<file path="config.mk">
export PLATFORM = sky130hd
export DESIGN_NAME = cssc_top
export DESIGN_NICKNAME = d
export VERILOG_FILES = /design/src/rtl/cssc_pkg.sv /design/src/rtl/cssc_hold.sv /design/src/rtl/cssc_top.sv
export VERILOG_INCLUDE_DIRS = /design/src /design/src/rtl
export SDC_FILE = /design/constraint.sdc
export NUM_CORES = 1
export LEC_CHECK = 0
export ABC_AREA = 1
export BUFFER_PORTS_ARGS = -buffer_cell sky130_fd_sc_hd__buf_2
export CELL_PAD_IN_SITES_DETAIL_PLACEMENT = 1
export CELL_PAD_IN_SITES_GLOBAL_PLACEMENT = 1
export CORE_UTILIZATION = 41
export DETAILED_ROUTE_END_ITERATION = 8
export PLACE_DENSITY = 0.88
export SYNTH_ARGS = -nofsm -noshare
export SYNTH_HDL_FRONTEND = slang
export SYNTH_SLANG_ARGS = --single-unit
export TNS_END_PERCENT = 20
</file>
<file path="constraint.sdc">
create_clock -name clk -period 3.5 [get_ports clk]
set_input_delay 0.7 -clock clk [delete_from_list [all_inputs] [get_ports clk]]
set_output_delay 0.7 -clock clk [all_outputs]
set_load 0.02 [all_outputs]
</file>
<file path="src/rtl/cssc_map.svh">
// Purpose: Offsets, field positions, reset values and widths of the sense control block
// Assumes: Byte addresses on an 8-bit register port with 32-bit data
// Notes:   Definitions only
`ifndef CSSC_MAP_SVH
`define CSSC_MAP_SVH

// ------------------------------------------------------------------
// Widths
// ------------------------------------------------------------------
`define CSSC_AW            8
`define CSSC_DW            32
`define CSSC_SW            10
`define CSSC_OW            6
`define CSSC_IRQW          3

// ------------------------------------------------------------------
// Register offsets
// ------------------------------------------------------------------
`define CSSC_GENERAL_CONFIG_REGISTER   8'h00
`define CSSC_RETRY_CONFIG_REGISTER0    8'h04
`define CSSC_RETRY_CONFIG_REGISTER1    8'h08
`define CSSC_FAULT_REPORT_REGISTER     8'h0c
`define CSSC_STATUS_REPORT_REGISTER    8'h10
`define CSSC_IRQ_STATUS_REGISTER       8'h14
`define CSSC_IRQ_MASK_REGISTER         8'h18

// ------------------------------------------------------------------
// Field positions
// ------------------------------------------------------------------
`define CSSC_SENSE_SELECT_BIT0         0
`define CSSC_SENSE_SELECT_BIT1         1
`define CSSC_TRACK_HOLD_BIT            3
`define CSSC_OFFSET_POLARITY_BIT       8
`define CSSC_PREWARN_BIT               8
`define CSSC_STATE_CH0_BIT             0
`define CSSC_STATE_CH1_BIT             1
`define CSSC_IRQ_PREWARN               0
`define CSSC_IRQ_HELD                  1
`define CSSC_IRQ_VALID                 2

// ------------------------------------------------------------------
// Encodings and reset values
// ------------------------------------------------------------------
`define CSSC_SEL_CH0                   2'h0
`define CSSC_SEL_CH1                   2'h1
`define CSSC_TRACK_HOLD_RESET          1'h0
`define CSSC_SENSE_SEL_RESET           2'h0
`define CSSC_OFFSET_POS_RESET          2'h0
`define CSSC_IRQ_MASK_RESET            3'h0
`define CSSC_SENSE_ZERO                10'h000
`define CSSC_SENSE_MAX                 10'h3ff

`endif

</file>
<file path="src/rtl/cssc_pkg.sv">
// Purpose: Types shared by the sense control block
// Assumes: cssc_map.svh supplies the widths
// Notes:   Each module keeps all of its state in one packed struct
`include "cssc_map.svh"

package cssc_pkg;

    // ------------------------------------------------------------------
    // Sensing sequence of the selected channel
    // ------------------------------------------------------------------
    typedef enum logic [1:0] {
        CSSC_OFF   = 2'b00,
        CSSC_VALID = 2'b01,
        CSSC_CLEAR = 2'b10
    } cssc_mode_t;

    // ------------------------------------------------------------------
    // Pin bundle, synchronised as one group
    // ------------------------------------------------------------------
    typedef struct packed {
        logic [1:0]             chanOn;
        logic [1:0]             settled;
        logic [1:0]             outHigh;
        logic                   blank;
        logic                   tempHigh;
        logic [`CSSC_SW-1:0]    load0;
        logic [`CSSC_SW-1:0]    load1;
        logic [`CSSC_SW-1:0]    temp;
        logic [`CSSC_OW-1:0]    offset;
    } cssc_pins_t;

    typedef struct packed {
        logic                   trackHold;
        logic [1:0]             senseSel;
        logic [1:0]             offsetPos;
    } cssc_cfg_t;

    typedef struct packed {
        cssc_pins_t             pinMeta;
        cssc_pins_t             pinSync;
        cssc_cfg_t              cfg;
        cssc_mode_t             mode;
        logic [1:0]             prevSel;
        logic                   prevTemp;
        logic [`CSSC_SW-1:0]    lastLive;
        logic                   capture;
        logic                   clear;
        logic                   prewarn;
        logic [`CSSC_IRQW-1:0]  irqStatus;
        logic [`CSSC_IRQW-1:0]  irqMask;
        logic [`CSSC_SW-1:0]    senseOut;
        logic                   strobeN;
        logic                   irq;
        logic [`CSSC_DW-1:0]    rdData;
    } cssc_state_t;

    typedef struct packed {
        logic [`CSSC_SW-1:0]    held;
    } cssc_hold_state_t;

endpackage

</file>
<file path="src/rtl/cssc_hold.sv">
// Purpose: Sample store that keeps the sense value taken at switch-off
// Assumes: capture and clear are one-cycle pulses from the same clock, never together
// Notes:   Clear has priority so a stale sample never survives a channel change
`timescale 1ns/1ps
`include "cssc_map.svh"

module cssc_hold (
    input  wire logic                   clk,
    input  wire logic                   rst_n,
    input  wire logic [`CSSC_SW-1:0]    live,
    input  wire logic                   capture,
    input  wire logic                   clear,
    output logic      [`CSSC_SW-1:0]    held
);

    cssc_pkg::cssc_hold_state_t r;
    cssc_pkg::cssc_hold_state_t next_r;

    always_comb begin
        next_r = r;
        if (clear) begin
            next_r.held = `CSSC_SENSE_ZERO;
        end else if (capture) begin
            next_r.held = live;
        end
    end

    always_ff @(posedge clk or negedge rst_n) begin
        if (!rst_n) begin
            r.held <= `CSSC_SENSE_ZERO;
        end else begin
            r <= next_r;
        end
    end

    assign held = r.held;

endmodule

</file>
<file path="src/rtl/cssc_top.sv">
// Purpose: Current sense output control, sense-valid strobe and status indications
// Assumes: Analog quantities arrive as digital codes; all pins are asynchronous
// Notes:   Sense output is a code standing for the analog sense current
//
// How it works
// - Sync sensing while track-and-hold enable is 0; it resets to 0.
// - Strobe goes low once on and settled, stays low until switch-off, blanking or a select change.
// - Sync mode presents no channel current once the channel is off.
// - Track-and-hold samples the last sense value at switch-off and presents it.
// - Track-and-hold drives the strobe high at the switch-off sample instant.
// - Selected channel change empties the held sample before acquiring the new one.
// - Per-channel polarity bit D8 picks sign of random offset, 1 positive.
// - Held sample keeps the polarity active at switch-off; later changes ignored.
// - Prewarning flag OD8 sets above threshold; the channel keeps running.
// - Prewarning flag clears only on fault read below threshold.
// - Bits OD0 and OD1 show each output above half supply, live.
// - Reported state may differ from drive command at low supply.
// - Blanking windows disable sensing and hold the strobe high.
// - Select bits choose channel 0 current, channel 1 current or temperature.
`timescale 1ns/1ps
`include "cssc_map.svh"

module cssc_top (
    input  wire logic                   clk,
    input  wire logic                   rst_n,
    input  wire logic [`CSSC_AW-1:0]    addr,
    input  wire logic [`CSSC_DW-1:0]    wrData,
    input  wire logic                   wrStrobe,
    input  wire logic                   rdStrobe,
    output logic      [`CSSC_DW-1:0]    rdData,
    input  wire logic [1:0]             chanOn,
    input  wire logic [1:0]             senseSettled,
    input  wire logic [1:0]             outAboveHalf,
    input  wire logic                   blankActive,
    input  wire logic                   tempAbovePrewarn,
    input  wire logic [`CSSC_SW-1:0]    loadCode0,
    input  wire logic [`CSSC_SW-1:0]    loadCode1,
    input  wire logic [`CSSC_SW-1:0]    tempCode,
    input  wire logic [`CSSC_OW-1:0]    offsetCode,
    output logic      [`CSSC_SW-1:0]    senseOut,
    output logic                        sense_valid_strobe_n,
    output logic                        irq
);

    cssc_pkg::cssc_state_t r;
    cssc_pkg::cssc_state_t next_r;
    cssc_pkg::cssc_pins_t  pinsIn;
    logic [`CSSC_SW-1:0]   held;

    // ------------------------------------------------------------------
    // Pin bundle
    // ------------------------------------------------------------------
    // Grouped so one two-stage synchroniser covers every pin
    always_comb begin
        pinsIn.chanOn   = chanOn;
        pinsIn.settled  = senseSettled;
        pinsIn.outHigh  = outAboveHalf;
        pinsIn.blank    = blankActive;
        pinsIn.tempHigh = tempAbovePrewarn;
        pinsIn.load0    = loadCode0;
        pinsIn.load1    = loadCode1;
        pinsIn.temp     = tempCode;
        pinsIn.offset   = offsetCode;
    end

    // ------------------------------------------------------------------
    // Held sample store
    // ------------------------------------------------------------------
    // Kept apart so clear-over-capture priority lives in one place
    cssc_hold u_hold (
        .clk     (clk),
        .rst_n   (rst_n),
        .live    (r.lastLive),
        .capture (r.capture),
        .clear   (r.clear),
        .held    (held)
    );

    // ------------------------------------------------------------------
    // Next state
    // ------------------------------------------------------------------
    logic                   selTemp;
    logic                   selCh;
    logic                   chOn;
    logic                   chSettled;
    logic                   polPos;
    logic [`CSSC_SW-1:0]    loadSel;
    logic [`CSSC_SW:0]      sumUp;
    logic [`CSSC_SW:0]      sumDown;
    logic [`CSSC_SW-1:0]    live;
    logic                   faultRead;
    logic                   irqRead;
    logic [`CSSC_IRQW-1:0]  events;

    always_comb begin
        next_r = r;
        next_r.capture = 1'b0;
        next_r.clear   = 1'b0;

        // Double registering; multi-bit codes are assumed to change slowly
        next_r.pinMeta = pinsIn;
        next_r.pinSync = r.pinMeta;

        // Source selection from the latched configuration
        selTemp   = (r.cfg.senseSel != `CSSC_SEL_CH0) &&
                    (r.cfg.senseSel != `CSSC_SEL_CH1);
        selCh     = (r.cfg.senseSel == `CSSC_SEL_CH1);
        chOn      = r.pinSync.chanOn[selCh];
        chSettled = r.pinSync.settled[selCh];
        polPos    = r.cfg.offsetPos[selCh];
        loadSel   = selCh ? r.pinSync.load1 : r.pinSync.load0;

        // Random offset added with the chosen sign, clipped at the code range
        sumUp   = {1'b0, loadSel} + {{(`CSSC_SW+1-`CSSC_OW){1'b0}}, r.pinSync.offset};
        sumDown = {1'b0, loadSel} - {{(`CSSC_SW+1-`CSSC_OW){1'b0}}, r.pinSync.offset};
        if (polPos) begin
            live = sumUp[`CSSC_SW] ? `CSSC_SENSE_MAX : sumUp[`CSSC_SW-1:0];
        end else begin
            live = sumDown[`CSSC_SW] ? `CSSC_SENSE_ZERO : sumDown[`CSSC_SW-1:0];
        end

        events = '0;

        // Sensing sequence
        if (selTemp) begin
            next_r.mode     = cssc_pkg::CSSC_OFF;
            next_r.senseOut = r.pinSync.temp;
            next_r.strobeN  = 1'b1;
        end else if ((r.prevSel != r.cfg.senseSel) || r.prevTemp) begin
            // New channel: drop whatever was held before acquiring it
            next_r.mode     = cssc_pkg::CSSC_CLEAR;
            next_r.clear    = 1'b1;
            next_r.senseOut = `CSSC_SENSE_ZERO;
            next_r.strobeN  = 1'b1;
        end else begin
            unique case (r.mode)
                cssc_pkg::CSSC_OFF: begin
                    next_r.strobeN  = 1'b1;
                    // Off: zero in sync mode, held sample in track-and-hold
                    // Store loads one edge after capture; bridge that edge
                    if (r.capture) begin
                        next_r.senseOut = r.lastLive;
                    end else begin
                        next_r.senseOut = r.cfg.trackHold ? held
                                                          : `CSSC_SENSE_ZERO;
                    end
                    if (chOn && chSettled && !r.pinSync.blank) begin
                        next_r.mode     = cssc_pkg::CSSC_VALID;
                        next_r.strobeN  = 1'b0;
                        next_r.senseOut = live;
                        next_r.lastLive = live;
                        events[`CSSC_IRQ_VALID] = 1'b1;
                    end
                end
                cssc_pkg::CSSC_VALID: begin
                    if (r.pinSync.blank) begin
                        // Sensing is meaningless while blanking runs
                        next_r.mode     = cssc_pkg::CSSC_OFF;
                        next_r.strobeN  = 1'b1;
                        next_r.senseOut = r.cfg.trackHold ? held
                                                          : `CSSC_SENSE_ZERO;
                    end else if (!chOn) begin
                        next_r.mode    = cssc_pkg::CSSC_OFF;
                        next_r.strobeN = 1'b1;
                        if (r.cfg.trackHold) begin
                            // Sample uses the value and polarity seen while on
                            next_r.capture  = 1'b1;
                            next_r.senseOut = r.lastLive;
                            events[`CSSC_IRQ_HELD] = 1'b1;
                        end else begin
                            next_r.senseOut = `CSSC_SENSE_ZERO;
                        end
                    end else begin
                        next_r.strobeN  = 1'b0;
                        next_r.senseOut = live;
                        next_r.lastLive = live;
                    end
                end
                cssc_pkg::CSSC_CLEAR: begin
                    next_r.mode     = cssc_pkg::CSSC_OFF;
                    next_r.strobeN  = 1'b1;
                    next_r.senseOut = `CSSC_SENSE_ZERO;
                end
                default: begin
                    next_r.mode     = cssc_pkg::CSSC_OFF;
                    next_r.strobeN  = 1'b1;
                    next_r.senseOut = `CSSC_SENSE_ZERO;
                end
            endcase
        end
        next_r.prevSel  = r.cfg.senseSel;
        next_r.prevTemp = selTemp;

        // Prewarning: set wins over the read-clear; output is never touched
        faultRead = rdStrobe && (addr == `CSSC_FAULT_REPORT_REGISTER);
        if (r.pinSync.tempHigh) begin
            next_r.prewarn = 1'b1;
            if (!r.prewarn) begin
                events[`CSSC_IRQ_PREWARN] = 1'b1;
            end
        end else if (faultRead) begin
            next_r.prewarn = 1'b0;
        end

        // Sticky interrupt status, cleared by reading it
        irqRead = rdStrobe && (addr == `CSSC_IRQ_STATUS_REGISTER);
        next_r.irqStatus = (irqRead ? '0 : r.irqStatus) | events;

        // Configuration writes latch only on a decoded address
        if (wrStrobe) begin
            unique case (addr)
                `CSSC_GENERAL_CONFIG_REGISTER: begin
                    next_r.cfg.trackHold   = wrData[`CSSC_TRACK_HOLD_BIT];
                    next_r.cfg.senseSel[0] = wrData[`CSSC_SENSE_SELECT_BIT0];
                    next_r.cfg.senseSel[1] = wrData[`CSSC_SENSE_SELECT_BIT1];
                end
                `CSSC_RETRY_CONFIG_REGISTER0: begin
                    next_r.cfg.offsetPos[0] = wrData[`CSSC_OFFSET_POLARITY_BIT];
                end
                `CSSC_RETRY_CONFIG_REGISTER1: begin
                    next_r.cfg.offsetPos[1] = wrData[`CSSC_OFFSET_POLARITY_BIT];
                end
                `CSSC_IRQ_MASK_REGISTER: begin
                    next_r.irqMask = wrData[`CSSC_IRQW-1:0];
                end
                default: begin
                    next_r.irqMask = r.irqMask;
                end
            endcase
        end

        // Read data for exactly one cycle; unmapped reads give zero
        next_r.rdData = '0;
        if (rdStrobe) begin
            unique case (addr)
                `CSSC_GENERAL_CONFIG_REGISTER: begin
                    next_r.rdData[`CSSC_TRACK_HOLD_BIT]    = r.cfg.trackHold;
                    next_r.rdData[`CSSC_SENSE_SELECT_BIT0] = r.cfg.senseSel[0];
                    next_r.rdData[`CSSC_SENSE_SELECT_BIT1] = r.cfg.senseSel[1];
                end
                `CSSC_RETRY_CONFIG_REGISTER0: begin
                    next_r.rdData[`CSSC_OFFSET_POLARITY_BIT] = r.cfg.offsetPos[0];
                end
                `CSSC_RETRY_CONFIG_REGISTER1: begin
                    next_r.rdData[`CSSC_OFFSET_POLARITY_BIT] = r.cfg.offsetPos[1];
                end
                `CSSC_FAULT_REPORT_REGISTER: begin
                    next_r.rdData[`CSSC_PREWARN_BIT] = r.prewarn;
                end
                `CSSC_STATUS_REPORT_REGISTER: begin
                    // Comparator view, not the drive command; low supply may differ
                    next_r.rdData[`CSSC_STATE_CH0_BIT] = r.pinSync.outHigh[0];
                    next_r.rdData[`CSSC_STATE_CH1_BIT] = r.pinSync.outHigh[1];
                end
                `CSSC_IRQ_STATUS_REGISTER: begin
                    next_r.rdData[`CSSC_IRQW-1:0] = r.irqStatus;
                end
                `CSSC_IRQ_MASK_REGISTER: begin
                    next_r.rdData[`CSSC_IRQW-1:0] = r.irqMask;
                end
                default: begin
                    next_r.rdData = '0;
                end
            endcase
        end

        next_r.irq = |(next_r.irqStatus & next_r.irqMask);
    end

    // ------------------------------------------------------------------
    // State register
    // ------------------------------------------------------------------
    // Reset values spelled out even where zero, to keep them visible
    always_ff @(posedge clk or negedge rst_n) begin
        if (!rst_n) begin
            r               <= '0;
            r.cfg.trackHold <= `CSSC_TRACK_HOLD_RESET;
            r.cfg.senseSel  <= `CSSC_SENSE_SEL_RESET;
            r.cfg.offsetPos <= `CSSC_OFFSET_POS_RESET;
            r.irqMask       <= `CSSC_IRQ_MASK_RESET;
            r.mode          <= cssc_pkg::CSSC_OFF;
            r.strobeN       <= 1'b1;
            r.senseOut      <= `CSSC_SENSE_ZERO;
        end else begin
            r <= next_r;
        end
    end

    // ------------------------------------------------------------------
    // Outputs
    // ------------------------------------------------------------------
    // Bare flop copies; no logic after the register
    assign rdData               = r.rdData;
    assign senseOut             = r.senseOut;
    assign sense_valid_strobe_n = r.strobeN;
    assign irq                  = r.irq;

endmodule

</file>
## After elaboration in Yosys (flattened, before gate mapping)

Cells that the tools add are included.

- Multiplexer cells: 55
- Equal/unequal tests: 15
- Magnitude comparators: 1
- $add $sub $neg: 2
- Reduce and logical (&&, ||, !) cells: 19
- Bitwise gates (word level): 4

Operator list:

| kind | count |
|---|---|
| 2-to-1 mux 10 bit | 11 |
| 2-to-1 mux 11 bit | 6 |
| equality test 8 x 5 -> 1 bit, second input constant | 3 |
| case mux 11 bit (2 select lines) | 1 |
| 2-to-1 mux 1 bit | 20 |
| case mux 10 bit (2 select lines) | 1 |
| equality test 8 x 4 -> 1 bit, second input constant | 2 |
| 2-to-1 mux 2 bit | 8 |
| adder 10 x 6 -> 11 bit | 1 |
| subtractor 10 x 6 -> 11 bit | 1 |
| 2-to-1 mux 3 bit | 3 |
| 2-to-1 mux 9 bit | 1 |
| equality test 8 x 3 -> 1 bit, second input constant | 1 |
| zero test 8 bit | 1 |
| case mux 2 bit (4 select lines) | 1 |
| AND reduction 2 bit | 4 |
| nonzero test 2 bit | 4 |
| inequality test 2 bit, second input constant | 3 |
| AND reduction 6 bit | 1 |
| logical AND 1 bit | 5 |
| inequality test 5 bit, second input constant | 1 |
| equality test 2 x 1 -> 1 bit, second input constant | 2 |
| inequality test 4 bit, second input constant | 1 |
| case mux 2 bit (2 select lines) | 1 |
| 12 further kinds | 13 |

- Logic and storage cells: 132
- Bits of input ports: 88
- Flip-flop bits (word level): 171
- Output and inout port bits: 44

## Depth between registers and ports, before layout

Gate-level depths: netlist of run 1.

- Depth in word-level cells: 12
- Mapped depth: 22

## Cells and area by module

Synthesis of run 1 repeated with hierarchy kept, for this count alone.

- Cells, all modules: 731
- Area, all modules: 6566.3 sq um

Modules (own cells, without submodules):

| module | seq. area each (sq um) | cells an instance | times used | area each (sq um) |
|---|---|---|---|---|
| cssc_top | 3354.5 | 688 | 1 | 6164.7 |
| cssc_hold | 250.2 | 43 | 1 | 401.6 |

## Worst setup path before layout of run 1

No wires, ideal clock.

- Path kind: reg-to-reg
- From: reg r, in the netlist next_r[65]
- To: reg, netlist name senseOut[3]
- Path slack: 0.795 ns
- Path buffers: 3
- Arrival: 2.585 ns
- Setup time: 0.120 ns
- Cell stages (with the launch flop): 22
- Cell sequence: dfrtp_1 -> buf_4 -> inv_4 -> nand2_2 -> buf_6 -> buf_6 -> nand2_1 -> o21ai_0 -> inv_1 -> ha_1 -> inv_1 -> fa_1 -> inv_1 -> nor2_1 -> nor2_1 -> nand2_2 -> nand2_1 -> nand2_1 -> nand2_1 -> nor2_1 -> o21ai_1 -> nand2_1

RTL lines:

| what | RTL line | RTL |
|---|---|---|
| from (decl) | cssc_top.sv:45 | `cssc_pkg::cssc_state_t r;` |
| from (signal assigned) | cssc_top.sv:285 | `r <= next_r;` |

==> results of run 1 <==
per-layer routing:
layer,track usage [%],routed length (um)
met1,24.3,6350
met2,37.9,8310
met3,4.49,575
met4,10.0,465
met5,0,0
layout make-up:
cell class / instances / area [sq um]
clock buffers: 20 / 447
clock inverters: 11 / 140
fillers: 1839 / 7890
inverters: 79 / 299
multi-input cells: 474 / 2330
flip-flops and latches: 144 / 3600
well taps: 211 / 264
repair buffers: 84 / 457
worst max-delay path, stage by stage (launching register included):
cell and delay, ps:
dfrtp_1 400, buf_4 220, nor2_2 320, nand2_1 90, nand2_1 110, ha_1 320
inv_1 160, nor2_1 80, nand2_1 70, nand2_1 50, nor2_1 290, nand2_2 190
nand2_1 110, nand2_1 50, nand2_1 150, nor2_1 70, o21ai_1 140, nand2_1 70
sequential cells by signal (all words and copies together), names as in the netlist:
| signal | flops |
|---|---|
| sense_valid_strobe_n | 1 |
| senseOut | 10 |
| next_r | 46 |
| irq | 1 |
| u_hold.held | 10 |
| rdData | 5 |
| r | 71 |
power by group:
group | switching, mW | internal [mW] | leakage (nW)
logic | 0.508 | 0.239 | 1.93
clock network | 0.674 | 1.13 | 0.289
registers | 0.104 | 1.85 | 1.74
placed cells by master (no fill, tap or decap), types with 2 or more instances in the layout:
cell type	n
nand3b_1	5
dfrtp_1	143
nor3_1	14
a211oi_1	3
conb_1	27
inv_1	71
o21ai_2	4
nand3_1	63
nand4_1	3
ha_1	13
bufinv_16	3
clkbuf_16	17
clkinv_4	2
a21oi_1	12
o21ai_1	16
buf_2	76
buf_4	6
nand2_2	10
a221oi_1	2
xor2_1	8
nor2_2	2
nor2_4	3
a31oi_1	3
clkbuf_1	2
o21ai_0	22
clkinv_2	5
o21bai_1	3
fa_1	2
nor2_1	48
nand2_1	201
inv_2	6
stage by stage:
stage | worst slack, ps | utilization, % | instances | power [mW]
detailed placement | 516 | 45.1 | 992 | 2.71
global route | 197 | 48.9 | 1023 | 4.72
CTS | 489 | 48.9 | 1023 | 4.54
floorplan | 795 | - | 759 | 2.52
finish | 483 | 48.9 | 1023 | 4.50
global placement | 638 | 45.1 | 992 | 2.67
path summary, 6_finish.rpt:
kind	endpoint	slack (ps)	cells past startpoint
max in group asynchronous	rdData[1]	2460	2
min reg2reg	r[103]	340	0
max	senseOut[3]	480	17
max reg2reg	senseOut[3]	480	17
min in group clk	r[103]	340	0
min	next_r[115]	290	1
kinds of logic after synthesis:
| family | synth area share, % |
|---|---|
| muxes | 0.172 |
| DFF | 55.0 |
| adders and majority gates | 3.09 |
| AOI/OAI and AO/OA | 6.11 |
| xor gates and xnor gates | 1.20 |
| other | 0.0572 |
| and+or+nand+nor | 23.4 |
| buffers and inverters | 11.0 |
==> results_dict.tcl, run 1 <==
set metrics [dict create \
    critical_path_class "reg -> reg" \
    drc 0 \
    skew_ps 8.73 \
    synth_top_area_cell "dfrtp_1" \
    initial_core_util_pct 42.5 \
    tightest_slew_ps 959 \
    holdBufCountCts 0 \
    clk_latency_ps 420 \
    setup_viol 0 \
    fp.dieW_um 128 \
    r2r-start "next_r[65]" \
    yosysMostFrequentCell "nand2_1" \
    io_buffers 77 \
    io_pins 132 \
    ys_types 42 \
    grt_remaining_overflow 0 \
    fmax_ghz 0.331 \
    required_ps 3810 \
    clkTransAtPathRegs_ps 60 \
    ir_worst_vdd_uv 355 \
    cts_setup_buffers 0 \
    clock_sink_count 144 \
    wl_per_cell_um 15.4 \
    track_usage_pct 21.2 \
    ys_async_sr_fraction_pct 100 \
    routed_wl_um 15700 \
    setup-tns-final_ps 0 \
    antenna_found_initial 0 \
    cp-end-kind "flop" \
    hold_path.class "in -> async" \
    cts-root-buf "clkbuf_16" \
    diodes 0 \
    coreArea_sq_um 15400 \
    rsz0062_at_grt "no" \
    grt_start_max_net_pins 84 \
    clock_path_buffers 2 \
    synth_edf_count 0 \
    vias 5000 \
    htree_levels 4 \
    relSlewSlack_pct 35.8 \
    synthFlopType "dfrtp_1" \
    finalCriticalPeriod_ps 3020 \
    postRouteAntennaNets 0 \
    cp_max_fo 17 \
    yosysWarnings 0 \
    p_per_area_nw_per_um2 597 \
    setup.worst_path.start "next_r[65]" \
    grt_pass1_wl_um 26500 \
    p_leak_nw 3.97 \
    synth_top_area_share_pct 54.6 \
    crit_path_start_kind "flop" \
    hold_violations 0 \
    fin_crit_sh_pct 86.2 \
    yosysSeqAreaShare_pct 55.0 \
    drtIter0Drc 165 \
    fp-row-count 45 \
    ys_top_cells_by_count "nand2_1, dfrtp_1, inv_1" \
    fp.dieH_um 128 \
    hold-worst-slack_ps 293 \
    status "complete, no violations" \
    vias_per_cell 4.89 \
    hpwl_um 10900 \
    critical_path_arrival_ps 3320 \
    area_growth_pct 14.9 \
    synth-seq-cells 144 \
    syn-cell-area_sq_um 6560 \
    cts_made_buffers 17 \
    synth.area.top_cells "dfrtp_1, nand2_1, buf_4" \
    cts_tree "built" \
    syn_avg_cell_area_sq_um 8.95 \
    drive_gt1_share_pct 17.7 \
    dpl_cell_area_sq_um 6950 \
    gp_congestion 0.814 \
    drt_first_pass_iters 4 \
    finalMaxSlewViolations 0 \
    nets 903 \
    final_cell_area_sq_um 7540 \
    die_area_sq_um 16500 \
    synthCells 733 \
    ctsResizeCount 0 \
    drv_cap 0 \
    grt_pass1_vias 5505 \
]
Note: power is estimated with default switching activity, not from simulation.
==> run 2: changes to the inputs <==
Settings changed: BUFFER_PORTS_ARGS -buffer_cell sky130_fd_sc_hd__buf_2 to default, CORE_UTILIZATION 41 to 47, DONT_BUFFER_PORTS from default to 1, PLACE_DENSITY 0.88 to 0.87.
==> run 2 against run 1 <==
Against the previous run: the flow now finishes with violations (hold timing); total power fell by 2.4%; critical path depth rose by 1; combinational power fell by 19%; design area fell by 6.2%; first-iteration DRC count rose by 27%; via count fell by 4.3%; non-clock buffer count fell by 79; sequential power rose by 3%; count of clock-buffer cells in the layout did not move; maximum frequency rose by 1.6%; critical endpoint unchanged; largest power group unchanged; highest routed layer unchanged.
==> results_dict.tcl, run 2 (synthesis results as in run 1) <==
set metrics [dict create \
    io_pins 132 \
    final_common_cell "nand2_1" \
    crit_path_start_kind "flop" \
    fp-row-count 42 \
    hold_violations 122 \
    cp-end-kind "flop" \
    setup-tns-final_ps 0 \
    setup_viol 0 \
    grt_pass1_vias 5207 \
    critical_path_class "reg -> reg" \
    p_total_mw 4.39 \
    track_usage_pct 23.6 \
    finalCriticalPeriod_ps 2970 \
    area_growth_pct 7.77 \
    clkTransAtPathRegs_ps 60 \
    crit_end "senseOut[3]" \
    fin_crit_sh_pct 84.8 \
    gp_congestion 0.827 \
    drtIter0Drc 210 \
    coreArea_sq_um 13400 \
    hold-worst-slack_ps -32.1 \
    fmax_ghz 0.337 \
    drc 0 \
    setup.worst_path.start "next_r[65]" \
    nets 824 \
    skew_ps 7.67 \
    htree_levels 4 \
    largest_reg_flops 71 \
    diodes 0 \
    vias 4786 \
    ctsResizeCount 0 \
    fp.dieW_um 120 \
    routed_wl_um 15700 \
    critical_path_arrival_ps 3280 \
    tightest_slew_ps 936 \
    clk_latency_ps 430 \
    r2r_slack_ps 530 \
    crit_top_cell "nand2_1" \
    hold_path.class "in -> async" \
    most-common-layout-cells "nand2_1, dfrtp_1, inv_1" \
    crit_cells 18 \
    status "finished with violations" \
    ir_worst_vdd_uv 356 \
    fill_cells 1551 \
    p_leak_nw 3.62 \
    drt_first_pass_iters 5 \
    r2r_cells 18 \
    largest-register "r" \
    slowest_delay_ps 450 \
    reg2reg_to "senseOut[3]" \
    clock_path_buffers 2 \
    finalMaxSlewViolations 0 \
    antenna_found_initial 0 \
    grt_pass1_wl_um 25800 \
    r2r-start "next_r[65]" \
    drv_cap 0 \
    worst-path-buf-inv 4 \
    relSlewSlack_pct 37.4 \
    path_cells "inv_4 > nand2_2 > nand2_1 > o21ai_0 > inv_1 > ha_1 > inv_1 > fa_1 > inv_1 > nor2_1 > nor2_1 > nand2_2 > nand2_1 > nand2_1 > nand2_1 > nor2_1 > o21ai_1 > nand2_1" \
    vias_per_cell 5.26 \
    cp_top_family "simple AND/OR/NAND/NOR gates" \
    clock_sink_count 144 \
    grt_remaining_overflow 0 \
    p_per_area_nw_per_um2 622 \
    grt_start_max_net_pins 145 \
    rsz0062_at_grt "no" \
    hpwl_um 10500 \
    postRouteAntennaNets 0 \
    cts_made_buffers 17 \
    cts-root-buf "clkbuf_16" \
    die_area_sq_um 14400 \
    violations "hold timing" \
    cts_tree "built" \
    io_buffers 0 \
    wl_per_cell_um 17.3 \
    required_ps 3810 \
    initial_core_util_pct 48.9 \
    fp.dieH_um 120 \
    cp_max_fo 7 \
    cts_setup_buffers 0 \
    drive_gt1_share_pct 8.99 \
    critPathSlowestCell "fa_1" \
]
-- run 2: through the flow --
| step | worst slack (ps) | area, sq um | util, % | std cells |
|---|---|---|---|---|
| 2_1_floorplan | 795 | 6660 | - | 759 |
| 3_3_place_gp | 608 | 6490 | 48.4 | 878 |
| 3_5_place_dp | 558 | 6490 | 48.4 | 878 |
| 4_1_cts | 547 | 7070 | 52.7 | 910 |
| 5_1_grt | 259 | 7070 | 52.7 | 910 |
| 6_report | 531 | 7070 | 52.7 | 910 |
-- run 2: worst min path at each step --
stage                      startpoint          end  slack (ps)  depth (start not counted)
after floorplan           next_r[100]       r[100]         330                          0
after global placement    next_r[101]       r[101]         330                          0
after detailed placement   next_r[84]        r[84]         340                          0
after CTS                       rst_n   next_r[85]         -50                          0
after global routing            rst_n  next_r[112]         -50                          0
final                           rst_n       r[115]         -30                          0
-- run 2: power by group --
group | switching, mW | leakage [nW] | total, mW | internal, mW
sequential | 0.161 | 1.74 | 2.01 | 1.85
clock | 0.712 | 0.278 | 1.78 | 1.07
combinational | 0.415 | 1.60 | 0.602 | 0.187
-- run 2: metal layers --
| layer | vias up | global-route usage, % | share of wire (%) |
|---|---|---|---|
| li1 | 2218 | - | - |
| met1 | 2367 | 26.9 | 39 |
| met2 | 164 | 42.6 | 54 |
| met3 | 37 | 4.37 | 4.1 |
| met4 | 0 | 10.9 | 2.4 |
| met5 | - | 0 | 0 |
-- run 2: cell type report --
cell class / instances / area [sq um] / share of cell area [%]
flip-flops and latches: 144 / 3600 / 51.0
multi-input cells: 474 / 2330 / 32.9
clock buffers: 20 / 447 / 6.32
inverters: 79 / 299 / 4.23
well taps: 176 / 220 / 3.12
clock inverters: 12 / 133 / 1.88
repair buffers: 5 / 37.5 / 0.531
==> run 3: changes to the inputs <==
Settings changed: ABC_AREA 1 to 0, CORE_UTILIZATION 47 to 45, PLACE_DENSITY 0.87 to 0.84.
Clock period 3.5 ns to 2.6 ns, I/O delays scaled along.
==> run 3 against run 2 <==
Against the previous run: largest power group unchanged; sequential power up 27%; largest cell class unchanged; critical path type unchanged; clock power grew 39%; die area rose by 3.1%; the flow finishes with violations (hold timing, setup timing); total power rose by 32%.
==> results_dict.tcl, run 3 <==
set metrics [dict create \
    synth-seq-cells 144 \
    yosysWarnings 0 \
    skew_ps 14.2 \
    coreArea_sq_um 13900 \
    yosysMostFrequentCell "dfrtp_1" \
    drtIter0Drc 371 \
    fin_crit_sh_pct 120 \
    area_growth_pct 18.9 \
    vias 4691 \
    gp_congestion 0.873 \
    relSlewSlack_pct 33.9 \
    finalMaxSlewViolations 0 \
    drv_cap 0 \
    setup.worst_path.start "next_r[65]" \
    track_usage_pct 25.2 \
    hpwl_um 10800 \
    antenna_found_initial 1 \
    largest_reg_flops 71 \
    drc 0 \
    synthFlopType "dfrtp_1" \
    p_leak_nw 3.39 \
    grt_start_max_net_pins 145 \
    ys_top_cells_by_count "dfrtp_1, buf_4, nand2_1" \
    setup_slack_ps -521 \
    synth_top_area_share_pct 55.3 \
    drive_gt1_share_pct 29.5 \
    status "finished with violations" \
    hold_violations 144 \
    clock_sink_count 144 \
    critical_path_arrival_ps 3450 \
    routed_wl_um 19300 \
    most-common-layout-cells "dfrtp_1, buf_4, nand2_1" \
    postRouteAntennaNets 0 \
    clock_path_buffers 2 \
    clk_latency_ps 440 \
    grt_pass1_vias 4884 \
    p_total_mw 5.82 \
    synth_edf_count 0 \
    critical_path_class "reg -> reg" \
    synth.area.top_cells "dfrtp_1, buf_4, a22oi_1" \
    ys_async_sr_fraction_pct 100 \
    rsz0062_at_grt "yes" \
    cts_made_buffers 17 \
    final_core_util_pct 55.3 \
    place_ws_ps -382 \
    setup_viol 20 \
    fmax_ghz 0.320 \
    r2r_slack_ps -520 \
    nets 676 \
    fp.dieW_um 122 \
    vias_per_cell 6.12 \
    hold_path.class "in -> async" \
    fp.dieH_um 122 \
    initial_core_util_pct 46.5 \
    cp-end-kind "flop" \
    die_area_sq_um 14900 \
    largest-register "r" \
    layout.cells.non_filler 767 \
    syn_avg_cell_area_sq_um 11.9 \
    cp_max_fo 7 \
    ys_types 72 \
    dp.cells 726 \
    slowest_delay_ps 390 \
    path_cells "nand2b_4 > mux2_4 > ha_4 > inv_2 > fa_2 > o21ba_4 > nor4_4 > o311ai_4 > buf_4 > a311oi_2 > a31oi_1 > o41ai_2" \
    wl_per_cell_um 25.2 \
    htree_levels 4 \
    crit_end "senseOut[3]" \
    p_per_area_nw_per_um2 756 \
    violations "hold timing, setup timing" \
    clkTransAtPathRegs_ps 70 \
    synth_top_area_cell "dfrtp_1" \
    io_buffers 0 \
    tightest_slew_ps 990 \
    r2r-start "next_r[65]" \
    final_common_cell "dfrtp_1" \
    reg2reg_to "senseOut[3]" \
    r2r_cells 12 \
    drt_first_pass_iters 5 \
    grt_pass1_wl_um 27400 \
    cts-root-buf "clkbuf_16" \
    grt_remaining_overflow 0 \
    fp-row-count 43 \
    cts_tree "built" \
    critPathSlowestCell "dfrtp_1" \
    hold-worst-slack_ps -214 \
    io_pins 132 \
    syn-cell-area_sq_um 6480 \
    crit_path_start_kind "flop" \
    synthCells 543 \
    ir_worst_vdd_uv 1260 \
    required_ps 2920 \
    yosysSeqAreaShare_pct 55.7 \
    finalCriticalPeriod_ps 3120 \
]
## run 3: cell types whose count changed in the layout (fill, tap and decap cells not counted), moves of 9 or more
cell / previous run / this run
inv_1: 71 / 15
nand2_1: 201 / 32
mux2_2: 1 / 13
o21ai_0: 22 / 12
a22oi_1: 0 / 29
buf_4: 5 / 48
nand2_2: 10 / 1
nor2_1: 48 / 30
mux2i_1: 0 / 21
nor2b_1: 0 / 9
nor3_1: 14 / 2
nand3_1: 63 / 7
o22ai_1: 0 / 10
## run 3: worst min-delay path by stage
stage / from / endpoint / slack [ps] / cells after the start
floorplan: rst_n / irq / 220 / 0
global placement: rst_n / next_r[76] / 230 / 0
detailed placement: rst_n / next_r[102] / 230 / 0
CTS: rst_n / next_r[87] / -230 / 0
global route: rst_n / next_r[76] / -230 / 0
finish: rst_n / next_r[102] / -210 / 0
## run 3: metrics by stage
step	setup TNS (ps)	cell area [sq um]
after floorplan	-3740	6750
after global placement	-3430	6820
after detailed placement	-5140	6820
after CTS	-4710	7550
after global routing	-8750	7700
final	-7490	7700
## run 3: where the power goes
part | leakage [nW] | total, mW | internal [mW] | switching [mW]
registers | 1.77 | 2.56 | 2.39 | 0.165
logic | 1.34 | 0.788 | 0.320 | 0.468
clock network | 0.287 | 2.47 | 1.37 | 1.10
total | 3.39 | 5.82 | 4.08 | 1.73
## run 3: area by class of cell
cell class	instances	area (sq um)
Multi-Input combinational cell	342	2830
Inverter	19	71.3
Fill cell	1377	6230
Clock inverter	15	170
Clock buffer	17	425
Sequential cell	144	3600
Antenna cell	1	2.50
Tap cell	180	225
Timing Repair Buffer	49	372
## run 3: what timing repair did
item | CTS | global route
buffers inserted | 2 | 7
pin swaps | 8 | 18
resized for setup | 23 | 24
hold endpoints to repair | 144 | 144
setup endpoints to repair | 21 | 21
## run 3: logic make-up (layout without fill, tap and decap cells)
logic type / after synthesis / count (layout) / synth area share [%]
AOI/OAI and AO/OA: 128 / 128 / 14.2
xor gates and xnor gates: 5 / 5 / 0.676
adders and majority gates: 16 / 16 / 3.28
buffers and inverters: 83 / 100 / 7.73
DFF: 144 / 144 / 55.7
muxes: 45 / 45 / 7.92
other: 1 / 28 / 0.0579
and+or+nand+nor: 121 / 121 / 10.5
## run 3: critical path, delay by kind of cell, from the launching register on
| family | cells | cell delay, ps |
|---|---|---|
| AO/OA/AOI/OAI | 5 | 1050 |
| adder cells (fa/ha/maj) | 2 | 510 |
| buffers and inverters | 2 | 230 |
| flip-flops | 1 | 390 |
| multiplexers | 1 | 260 |
| AND/OR/NAND/NOR | 2 | 580 |
## run 3: layer usage
metal | track usage (%) | vias up | routed length, um | share of wire, %
met3 | 5.76 | 96 | 1220 | 6.3
met1 | 28.5 | 2392 | 7220 | 37
li1 | - | 1927 | - | -
met2 | 43.5 | 276 | 9670 | 50
met4 | 15.0 | 0 | 1180 | 6.1
met5 | 0 | - | 0 | 0
